===== src/verilog/ivp_pkg.sv =====
package ivp_pkg;

  // ---------------------------------------------------------------
  // Register map
  // ---------------------------------------------------------------
  localparam logic [7:0] MCU_CONTROL_ADDR = 8'h35;
  localparam logic [7:0] MCU_CONTROL_RST  = 8'h00;

  // ---------------------------------------------------------------
  // Field positions inside mcu_control
  // ---------------------------------------------------------------
  localparam int UNLOCK_BIT       = 0;
  localparam int VSEL_BIT         = 1;
  localparam int PULLUP_OFF_BIT   = 4;
  localparam int BOD_UNLOCK_BIT   = 5;
  localparam int BOD_SLEEP_BIT    = 6;
  localparam int DEBUG_OFF_BIT    = 7;
  localparam logic [7:0] STORED_MASK = 8'hf0;

  // ---------------------------------------------------------------
  // Timing counts
  // ---------------------------------------------------------------
  localparam logic [2:0] UNLOCK_CYCLES = 3'h4;

  // ---------------------------------------------------------------
  // Flash geometry, word addresses
  // ---------------------------------------------------------------
  localparam int          PC_W           = 17;
  localparam logic [17:0] FLASH_END      = 18'h20000;
  localparam logic [16:0] BOOT_WORDS_SZ0 = 17'h01000;
  localparam logic [16:0] BOOT_WORDS_SZ1 = 17'h00800;
  localparam logic [16:0] BOOT_WORDS_SZ2 = 17'h00400;
  localparam logic [16:0] BOOT_WORDS_SZ3 = 17'h00200;
  localparam logic [16:0] APP_BASE       = 17'h00000;
  localparam logic [5:0]  SLOT_EXT_IRQ0  = 6'h01;
  localparam logic [5:0]  SLOT_EXT_IRQ1  = 6'h02;
  localparam logic [5:0]  SLOT_SELFPROG  = 6'h1b;

  // ---------------------------------------------------------------
  // Static input bundle, reset values (unprogrammed)
  // ---------------------------------------------------------------
  localparam int         STRAP_W   = 5;
  localparam logic [4:0] STRAP_RST = 5'h00;

  // ---------------------------------------------------------------
  // Change sequence states
  // ---------------------------------------------------------------
  typedef enum logic [1:0] {
    IVP_IDLE   = 2'b00,
    IVP_UNLOCK = 2'b01,
    IVP_HOLD   = 2'b10
  } ivp_state_t;

endpackage : ivp_pkg


===== src/verilog/ivp_vector_place.sv =====
// Added by the designer: the plain strobed port.
`timescale 1ns/100ps
// Summary of operation
// RL1: Vector select zero puts the vector table at flash start.
// RL2: Vector select one moves the vector table to boot section start.
// RL3: Boot section start, and relocated base, follow the boot size fuses.
// RL4: Software sets unlock, then within four cycles writes select with unlock zero.
// RL5: Dispatch masked from unlock write until after instruction following select write.
// RL6: Without a select write, dispatch stays masked four cycles only.
// RL7: Automatic masking never alters the global interrupt enable flag.
// RL8: Unlock clears itself after four cycles or when select is written.
// RL9: Boot vectors plus app-side lock block interrupts while running application code.
// RL10: App vectors plus boot-side lock block interrupts while running boot code.
// RL11: Relocated with 8K boot and reset-to-boot fuse: reset 0x1F000, IRQ0 0x1F002, IRQ1 0x1F004.
// RL12: Reset-to-boot fuse, not relocated: start at 0x1F000, IRQ0 at 0x00002.
// RL13: Self-programming-ready vector is last: 0x00036, or 0x1F036 relocated.
// RL14: Fuse unprogrammed, relocated: reset at 0x00000, IRQ0 at 0x1F002.
// RL15: Select write without a live unlock leaves placement unchanged.
module ivp_vector_place #(
  parameter int ADDR_W = 8,
  parameter int SLOT_W = 6
) (
  // Clock and reset
  input  wire logic                    core_clk_in,
  input  wire logic                    rst_b_in,
  // Register port
  input  wire logic [ADDR_W-1:0]       reg_addr_in,
  input  wire logic [7:0]              reg_wdata_in,
  input  wire logic                    reg_wr_in,
  input  wire logic                    reg_rd_in,
  output logic      [7:0]              reg_rdata_out,
  // Fuses and lock bits, high means programmed
  input  wire logic [1:0]              boot_size_fuses_in,
  input  wire logic                    reset_to_boot_fuse_in,
  input  wire logic                    app_side_boot_lock_in,
  input  wire logic                    boot_side_boot_lock_in,
  // Core side
  input  wire logic [ivp_pkg::PC_W-1:0] exec_pc_in,
  input  wire logic                    instr_retire_in,
  input  wire logic                    global_irq_enable_in,
  input  wire logic [SLOT_W-1:0]       irq_slot_in,
  output logic      [ivp_pkg::PC_W-1:0] vector_base_out,
  output logic      [ivp_pkg::PC_W-1:0] reset_vector_out,
  output logic      [ivp_pkg::PC_W-1:0] irq_vector_out,
  output logic      [ivp_pkg::PC_W-1:0] selfprog_ready_vector_out,
  output logic                         irq_dispatch_mask_out,
  output logic                         irq_dispatch_enable_out,
  // Other control bits, stored only
  output logic                         debug_port_disable_out,
  output logic                         brownout_sleep_off_out,
  output logic                         brownout_sleep_unlock_out,
  output logic                         pullup_global_off_out
);

  // ---------------------------------------------------------------
  // Elaboration checks
  // ---------------------------------------------------------------
  initial begin
    if (ADDR_W < 6) begin
      $error("ivp_vector_place: ADDR_W too small for register offset");
    end
    if (SLOT_W < 6 || SLOT_W > 10) begin
      $error("ivp_vector_place: SLOT_W must lie between 6 and 10");
    end
    // Package values the logic below relies on
    if (ivp_pkg::UNLOCK_CYCLES == 3'h0) begin
      $error("ivp_vector_place: unlock window must last at least one cycle");
    end
    if (ivp_pkg::UNLOCK_BIT == ivp_pkg::VSEL_BIT) begin
      $error("ivp_vector_place: unlock and select bits must differ");
    end
    if (ivp_pkg::MCU_CONTROL_RST[ivp_pkg::UNLOCK_BIT] != 1'b0) begin
      $error("ivp_vector_place: unlock must reset to zero, the sequence resets idle");
    end
    if (ivp_pkg::STORED_MASK != 8'hf0) begin
      $error("ivp_vector_place: stored bits are kept as the upper nibble only");
    end
    if (ivp_pkg::PULLUP_OFF_BIT < 4 || ivp_pkg::DEBUG_OFF_BIT > 7) begin
      $error("ivp_vector_place: stored control bits must sit in bits 7 to 4");
    end
    if (ivp_pkg::BOOT_WORDS_SZ0 == 17'h00000 || ivp_pkg::BOOT_WORDS_SZ3 == 17'h00000) begin
      $error("ivp_vector_place: boot section size must not be zero");
    end
    if (ivp_pkg::FLASH_END > (18'h00001 << ivp_pkg::PC_W)) begin
      $error("ivp_vector_place: flash end does not fit the program counter");
    end
    if ({1'b0, ivp_pkg::BOOT_WORDS_SZ0} >= ivp_pkg::FLASH_END) begin
      $error("ivp_vector_place: largest boot section must leave application space");
    end
    if ({ivp_pkg::SLOT_SELFPROG, 1'b0} >= ivp_pkg::BOOT_WORDS_SZ3) begin
      $error("ivp_vector_place: vector table must fit the smallest boot section");
    end
  end

  // ---------------------------------------------------------------
  // Helpers
  // ---------------------------------------------------------------
  function automatic logic [ivp_pkg::PC_W-1:0] boot_start(input logic [1:0] sz);
    logic [16:0] words;
    words = ivp_pkg::BOOT_WORDS_SZ0;
    case (sz)
      2'b00:   words = ivp_pkg::BOOT_WORDS_SZ0;
      2'b01:   words = ivp_pkg::BOOT_WORDS_SZ1;
      2'b10:   words = ivp_pkg::BOOT_WORDS_SZ2;
      default: words = ivp_pkg::BOOT_WORDS_SZ3;
    endcase
    boot_start = 17'(ivp_pkg::FLASH_END - {1'b0, words});
  endfunction : boot_start

  // Two words per slot, so slot n sits at base + 2n
  function automatic logic [ivp_pkg::PC_W-1:0] slot_addr(input logic [ivp_pkg::PC_W-1:0] base,
                                                         input logic [SLOT_W-1:0]         slot);
    slot_addr = 17'(base + {6'h00, 10'(slot), 1'b0});
  endfunction : slot_addr

  // ---------------------------------------------------------------
  // Static input filter
  // ---------------------------------------------------------------
  // Straps are static, yet they come from outside; a value only counts once
  // the second and third stages agree, so a glitch never reaches vectors.
  logic [ivp_pkg::STRAP_W-1:0] strap_raw;
  logic [ivp_pkg::STRAP_W-1:0] strap_s1_reg;
  logic [ivp_pkg::STRAP_W-1:0] strap_s2_reg;
  logic [ivp_pkg::STRAP_W-1:0] strap_s3_reg;
  logic [ivp_pkg::STRAP_W-1:0] strap_reg;
  logic [ivp_pkg::STRAP_W-1:0] strap_s1_next;
  logic [ivp_pkg::STRAP_W-1:0] strap_s2_next;
  logic [ivp_pkg::STRAP_W-1:0] strap_s3_next;
  logic [ivp_pkg::STRAP_W-1:0] strap_next;

  assign strap_raw = {boot_side_boot_lock_in, app_side_boot_lock_in,
                      reset_to_boot_fuse_in, boot_size_fuses_in};

  always_comb begin
    strap_s1_next = strap_raw;
    strap_s2_next = strap_s1_reg;
    strap_s3_next = strap_s2_reg;
    strap_next    = (strap_s2_reg & strap_s3_reg) | (strap_reg & (strap_s2_reg | strap_s3_reg));
  end

  always_ff @(posedge core_clk_in or negedge rst_b_in) begin
    if (!rst_b_in) begin
      strap_s1_reg <= ivp_pkg::STRAP_RST;
      strap_s2_reg <= ivp_pkg::STRAP_RST;
      strap_s3_reg <= ivp_pkg::STRAP_RST;
      strap_reg    <= ivp_pkg::STRAP_RST;
    end else begin
      strap_s1_reg <= strap_s1_next;
      strap_s2_reg <= strap_s2_next;
      strap_s3_reg <= strap_s3_next;
      strap_reg    <= strap_next;
    end
  end

  logic [1:0] boot_size;
  logic       boot_reset_fuse;
  logic       app_lock;
  logic       boot_lock;

  assign boot_size       = strap_reg[1:0];
  assign boot_reset_fuse = strap_reg[2];
  assign app_lock        = strap_reg[3];
  assign boot_lock       = strap_reg[4];

  // ---------------------------------------------------------------
  // Register access decode
  // ---------------------------------------------------------------
  logic ctl_hit;
  logic ctl_wr;
  logic ctl_rd;
  logic wr_unlock;
  logic wr_vsel_val;

  assign ctl_hit     = (reg_addr_in == ADDR_W'(ivp_pkg::MCU_CONTROL_ADDR));
  assign ctl_wr      = reg_wr_in & ctl_hit;
  assign ctl_rd      = reg_rd_in & ctl_hit;
  assign wr_unlock   = reg_wdata_in[ivp_pkg::UNLOCK_BIT];
  assign wr_vsel_val = reg_wdata_in[ivp_pkg::VSEL_BIT];

  // ---------------------------------------------------------------
  // Change sequence
  // ---------------------------------------------------------------
  ivp_pkg::ivp_state_t state_reg;
  ivp_pkg::ivp_state_t state_next;
  logic [2:0]          unlock_cnt_reg;
  logic [2:0]          unlock_cnt_next;
  logic                vsel_reg;
  logic                vsel_next;
  logic [3:0]          stored_reg;
  logic [3:0]          stored_next;

  always_comb begin
    state_next      = state_reg;
    unlock_cnt_next = unlock_cnt_reg;
    vsel_next       = vsel_reg;
    stored_next     = stored_reg;
    if (ctl_wr) begin
      stored_next = reg_wdata_in[7:4];
    end
    case (state_reg)
      ivp_pkg::IVP_IDLE: begin
        if (ctl_wr && wr_unlock) begin
          state_next      = ivp_pkg::IVP_UNLOCK;                         // RL4
          unlock_cnt_next = ivp_pkg::UNLOCK_CYCLES;
        end
        // A select write here has no unlock behind it and is dropped
        // Stored bits still land, so a plain write never moves the table // RL15
      end
      ivp_pkg::IVP_UNLOCK: begin
        if (ctl_wr && !wr_unlock) begin
          vsel_next       = wr_vsel_val;                                 // RL4
          state_next      = ivp_pkg::IVP_HOLD;                           // RL8
          unlock_cnt_next = 3'h0;
        end else if (ctl_wr && wr_unlock) begin
          // Rewriting the unlock restarts the window
          unlock_cnt_next = ivp_pkg::UNLOCK_CYCLES;
        end else if (unlock_cnt_reg <= 3'h1) begin
          state_next      = ivp_pkg::IVP_IDLE;                           // RL8
          unlock_cnt_next = 3'h0;
        end else begin
          unlock_cnt_next = unlock_cnt_reg - 3'h1;                       // RL6
        end
      end
      ivp_pkg::IVP_HOLD: begin
        // A fresh unlock here is ignored; the pending close must finish first
        // The select write's own instruction has already retired;
        // the next retire pulse closes the following instruction.
        if (instr_retire_in) begin
          state_next = ivp_pkg::IVP_IDLE;                                // RL5
        end
      end
      default: begin
        state_next      = ivp_pkg::IVP_IDLE;
        unlock_cnt_next = 3'h0;
      end
    endcase
  end

  always_ff @(posedge core_clk_in or negedge rst_b_in) begin
    if (!rst_b_in) begin
      state_reg      <= ivp_pkg::IVP_IDLE;
      unlock_cnt_reg <= 3'h0;
      vsel_reg       <= ivp_pkg::MCU_CONTROL_RST[ivp_pkg::VSEL_BIT];
      stored_reg     <= ivp_pkg::MCU_CONTROL_RST[7:4];
    end else begin
      state_reg      <= state_next;
      unlock_cnt_reg <= unlock_cnt_next;
      vsel_reg       <= vsel_next;
      stored_reg     <= stored_next;
    end
  end

  // ---------------------------------------------------------------
  // Dispatch gating
  // ---------------------------------------------------------------
  logic unlock_write_now;
  logic seq_mask;
  logic in_boot_section;
  logic lock_mask;
  logic [ivp_pkg::PC_W-1:0] boot_base;

  assign boot_base        = boot_start(boot_size);                       // RL3
  assign unlock_write_now = ctl_wr & wr_unlock & (state_reg == ivp_pkg::IVP_IDLE);
  // Masked already in the cycle of the unlock write, not one cycle late
  assign seq_mask         = unlock_write_now | (state_reg != ivp_pkg::IVP_IDLE); // RL5 RL6
  assign in_boot_section  = (exec_pc_in >= boot_base);
  assign lock_mask        = ( vsel_reg && app_lock  && !in_boot_section) ||  // RL9
                            (!vsel_reg && boot_lock &&  in_boot_section);    // RL10

  // Global flag is only read, never written; the mask sits beside it
  assign irq_dispatch_mask_out   = seq_mask | lock_mask;                 // RL7
  assign irq_dispatch_enable_out = global_irq_enable_in & ~irq_dispatch_mask_out; // RL7

  // ---------------------------------------------------------------
  // Vector addresses
  // ---------------------------------------------------------------
  logic [ivp_pkg::PC_W-1:0] vec_base_reg;
  logic [ivp_pkg::PC_W-1:0] vec_base_next;
  logic [ivp_pkg::PC_W-1:0] rst_vec_reg;
  logic [ivp_pkg::PC_W-1:0] rst_vec_next;
  logic [ivp_pkg::PC_W-1:0] irq_vec_reg;
  logic [ivp_pkg::PC_W-1:0] irq_vec_next;
  logic [ivp_pkg::PC_W-1:0] spm_vec_reg;
  logic [ivp_pkg::PC_W-1:0] spm_vec_next;

  always_comb begin
    vec_base_next = vsel_reg ? boot_base : ivp_pkg::APP_BASE;            // RL1 RL2
    // Reset target follows the reset and boot size fuses, not the table placement
    rst_vec_next  = boot_reset_fuse ? boot_base : ivp_pkg::APP_BASE;     // RL11 RL12 RL14
    irq_vec_next  = slot_addr(vec_base_next, irq_slot_in);               // RL11 RL12 RL14
    spm_vec_next  = slot_addr(vec_base_next, SLOT_W'(ivp_pkg::SLOT_SELFPROG)); // RL13
  end

  always_ff @(posedge core_clk_in or negedge rst_b_in) begin
    if (!rst_b_in) begin
      vec_base_reg <= ivp_pkg::APP_BASE;
      rst_vec_reg  <= ivp_pkg::APP_BASE;
      irq_vec_reg  <= ivp_pkg::APP_BASE;
      spm_vec_reg  <= ivp_pkg::APP_BASE;
    end else begin
      vec_base_reg <= vec_base_next;
      rst_vec_reg  <= rst_vec_next;
      irq_vec_reg  <= irq_vec_next;
      spm_vec_reg  <= spm_vec_next;
    end
  end

  assign vector_base_out           = vec_base_reg;
  assign reset_vector_out          = rst_vec_reg;
  assign irq_vector_out            = irq_vec_reg;
  assign selfprog_ready_vector_out = spm_vec_reg;

  // ---------------------------------------------------------------
  // Read back
  // ---------------------------------------------------------------
  logic [7:0] rdata_reg;
  logic [7:0] rdata_next;
  logic       unlock_live;

  // Bit 0 shows the live window, so software can see it lapse
  assign unlock_live = (state_reg == ivp_pkg::IVP_UNLOCK);

  always_comb begin
    rdata_next = 8'h00;
    if (ctl_rd) begin
      rdata_next                         = {stored_reg, 4'h0};
      rdata_next[ivp_pkg::VSEL_BIT]      = vsel_reg;
      rdata_next[ivp_pkg::UNLOCK_BIT]    = unlock_live;
    end
  end

  always_ff @(posedge core_clk_in or negedge rst_b_in) begin
    if (!rst_b_in) begin
      rdata_reg <= 8'h00;
    end else begin
      rdata_reg <= rdata_next;
    end
  end

  assign reg_rdata_out             = rdata_reg;
  assign debug_port_disable_out    = stored_reg[ivp_pkg::DEBUG_OFF_BIT - 4];
  assign brownout_sleep_off_out    = stored_reg[ivp_pkg::BOD_SLEEP_BIT - 4];
  assign brownout_sleep_unlock_out = stored_reg[ivp_pkg::BOD_UNLOCK_BIT - 4];
  assign pullup_global_off_out     = stored_reg[ivp_pkg::PULLUP_OFF_BIT - 4];

endmodule : ivp_vector_place


===== config.mk =====
export PLATFORM = sky130hd
export DESIGN_NAME = ivp_vector_place
export DESIGN_NICKNAME = d
export VERILOG_FILES = /design/src/verilog/ivp_pkg.sv /design/src/verilog/ivp_vector_place.sv
export SDC_FILE = /design/constraint.sdc
export NUM_CORES = 1
export LEC_CHECK = 0
export BUFFER_PORTS_ARGS = -buffer_cell sky130_fd_sc_hd__buf_2
export CAP_MARGIN = 20
export CORE_ASPECT_RATIO = 0.7
export CORE_MARGIN = 10
export CORE_UTILIZATION = 40
export DETAILED_ROUTE_END_ITERATION = 6
export GPL_ROUTABILITY_DRIVEN = 0
export GPL_TIMING_DRIVEN = 0
export PLACE_DENSITY = 0.76
export SYNTH_ARGS = -nofsm -noshare
export SYNTH_HDL_FRONTEND = slang
export SYNTH_SLANG_ARGS = --single-unit

===== constraint.sdc =====
create_clock -name core_clk_in -period 1.76 [get_ports core_clk_in]
set_clock_uncertainty 0.1 [all_clocks]
set_input_delay 0.264 -clock core_clk_in [delete_from_list [all_inputs] [get_ports core_clk_in]]
set_output_delay 0.264 -clock core_clk_in [all_outputs]
set_load 0.03 [all_outputs]

==> flow_summary.yaml <==
run_status:
  outcome: "finished with violations"
  violations: "setup timing"
power:
  p_int_mw: 2.487
  powerDensity_nw_per_um2: 926.4
  finalPower_mw: 3.404
  p_switching_mw: 0.9172
  p_leak_nw: 2.023
  seq_power_share_pct: 42.9
  vdd_drop_max_mv: 0.7318
  netSwitchingFraction_pct: 26.94
  combPwrFrac_pct: 18.6
  p_clk_share_pct: 38.5
placed_design:
  dp_hpwl_um: 4782
  placed_cells: 399
  portBuffers: 101
synthesis:
  synth-edff-count: 0
  synth-seq-cells: 57
  yosysTopAreaCellShare_pct: 58.22
  synthesis.area_um2: 2450
  synth.largest_area_cell: "dfrtp_1"
  ys_types: 38
  synth.most_common_cell: "dfrtp_1"
  synth_ff_type: "dfrtp_1"
  netlist_top_cells_area: "dfrtp_1, buf_4, ha_1, mux2_2, maj3_1"
  avgSynthCellArea_um2: 12.69
  synth-async-reset-ratio_pct: 100.0
  synthTopCellsByCount: "dfrtp_1, buf_4, clkbuf_1, and3_1, ha_1"
  yosys_warnings: 0
  ys_seq_area_share_pct: 58.22
  synth_cells: 193
setup_path:
  cp_slowest_cell: "dfrtp_2"
  rrSetupSlack_ns: 0.09
  critPathRequiredTime_ns: 1.40
  start_kind: "flip-flop"
  timing.rr.end: "unlock_cnt_reg[1]"
  cp.buffers_inverters: 1
  critPathKind: "reg2out"
  crit_fanout: 7
  path_cells: "nand2_2 -> ha_4 -> nor3_2 -> o21ai_1 -> o2111ai_2 -> nand2_2 -> mux2i_4 -> buf_6"
  cp_top_family: "flip-flops"
  arrival_ns: 2.08
  slowest_delay_ns: 0.45
  r2r-start: "unlock_cnt_reg[0]"
  startpoint: "strap_reg[1]"
  endpoint_kind: "primary output"
  cp_common_cell: "nand2_2"
  worstRegToRegCells: 5
timing:
  fin_crit_sh_pct: 138.6
  fmax_mhz: 410.0
  rsz0062_at_grt: "true"
  hold_slack_ns: 0.06442
  worst_pin_slew_ns: 0.8004
  setup_viol: 2
  finalWorstSetupSlack_ns: -0.6791
  relSlewSlack_pct: 46.64
  maxSlewViolCount: 0
  hold_viol_final: 0
  period_minus_slack_ns: 2.439
final_layout:
  n_fill_cell: 482
  stdcell_count: 430
  nets: 407
  antenna_cells: 0
  drive_gt1_share_pct: 57.18
  largest_register_ff_count: 12
  area_growth_syn_to_layout_pct: 50.00
clocking:
  cts_tree: "yes"
  htree_levels: 3
  clock_latency_ns: 0.33
  cts_made_buffers: 9
  path_clk_slew_ns: 0.06
  cts_buffer_depth: 2
  cts_sinks: 57
  cts_root_buf: "clkbuf_8"
grt:
  grt_max_degree: 36
  antenna_found_initial: 1
  grt_pass1_wl_um: 9308
  grt_use_total_pct: 12.21
  grt_overflow: 0
  grt_pass1_vias: 1843
routing:
  dr.pass1.iters: 4
  drc_errors: 0
  drt_iter0_drc: 20
  drt_wl_total_um: 6079
  vias: 1773
  wl_per_cell_um: 14.14
  vias_per_cell: 4.123
  drtAntennaViolNets: 0
min_path:
  min_path_type: "in2reg"
  holdPathStages: 2
  hp-start: "reg_wdata_in[5]"
  hold_end: "stored_reg[1]"
floorplan:
  dieArea_um2: 9705
  die_x_um: 113.5
  placementRows: 23
  io-pin-count: 132
  die_h_um: 85.48
  start_util_pct: 41.94
  coreArea_um2: 5842
run:
  max_cap_viol_count: 0
cells in the final DEF (no fill, tap or decap), types with 2 or more instances in the layout:
master         netlist  layout
and3_1               7       7
maj3_1               5       5
dfrtp_2              0       2
nor3_2               2       3
nand2_1              5       3
dlygate4sd3_1        0      12
buf_4               49      52
clkbuf_8             0      13
o22ai_1              2       2
nor2_1               4       3
buf_6                0       2
ha_1                 7       4
ha_4                 0       3
clkbuf_1             9       9
and2_1               2       2
conb_1               2      31
nor2b_1              2       2
dfrtp_1             57      55
nand2_2              0       2
mux2_2               5       5
nand3_1              3       3
inv_1                5       4
buf_2                0      99
layout make-up:
| type | instances | area [um^2] | area share [%] |
|---|---|---|---|
| inverter | 5 | 18.77 | 0.5107 |
| sequential | 57 | 1429 | 38.88 |
| tap | 75 | 93.84 | 2.554 |
| clock buffer | 13 | 178.9 | 4.869 |
| buffer | 58 | 401.6 | 10.93 |
| timing repair buffer | 117 | 688.2 | 18.73 |
| clock inverter | 3 | 46.29 | 1.260 |
| multi-input combinational | 102 | 818.3 | 22.27 |
per-layer routing:
metal	track usage (%)	wire [um]
met5	0	13
met3	7.736	657
met4	4.943	83
met2	20.91	3186
met1	11.49	2138
how the worst max path moves through the flow:
stage | endpoint | slack (ns) | cells after the start
final | irq_dispatch_enable_out | -0.68 | 8
after global routing | irq_dispatch_enable_out | -0.79 | 8
after CTS | irq_dispatch_mask_out | -0.69 | 7
after detailed placement | irq_dispatch_mask_out | -0.49 | 7
after global placement | irq_dispatch_mask_out | -0.47 | 7
after floorplan | irq_dispatch_mask_out | -0.17 | 6
worst register-to-register path, delay by kind of cell, from the launching register on:
| family | cells | cell delay, ns |
|---|---|---|
| adders and majority gates | 1 | 0.21 |
| and+or+nand+nor | 2 | 0.57 |
| DFF | 1 | 0.41 |
| AOI/OAI and AO/OA | 2 | 0.30 |
through the flow:
step	worst slack (ns)	utilization [%]	cell area (um^2)	TNS [ns]
after floorplan	-0.1722	-	2599	-0.3425
after global placement	-0.4737	54.74	3198	-1.035
after detailed placement	-0.4939	55.22	3226	-1.082
after CTS	-0.6920	61.73	3606	-1.381
after global routing	-0.7884	62.90	3675	-1.529
final	-0.6791	62.90	3675	-1.326
power groups by stage:
stage / clock, mW / sequential, mW / combinational, mW
floorplan: 0 / 1.53 / 0.341
global placement: 0 / 1.48 / 0.543
detailed placement: 0 / 1.48 / 0.567
CTS: 1.36 / 1.46 / 0.603
global route: 1.42 / 1.47 / 0.689
finish: 1.31 / 1.46 / 0.633
cells by family after synthesis:
| family | count (synthesis) | synth area share, % |
|---|---|---|
| AO/OA/AOI/OAI | 12 | 3.371 |
| XOR/XNOR | 1 | 0.3576 |
| adder cells (fa/ha/maj) | 12 | 5.618 |
| buffers and inverters | 63 | 17.16 |
| flip-flops | 57 | 58.22 |
| multiplexers | 7 | 3.115 |
| other | 2 | 0.3065 |
| AND/OR/NAND/NOR | 39 | 11.85 |
timing repair:
item,4_1_cts,5_1_grt
setup endpoints to repair,2,3
pin swaps,3,11
hold endpoints to repair,45,0
buffers inserted,2,1
resized for setup,7,11
hold buffers,12,0
Power figures use the tool's default switching activity.
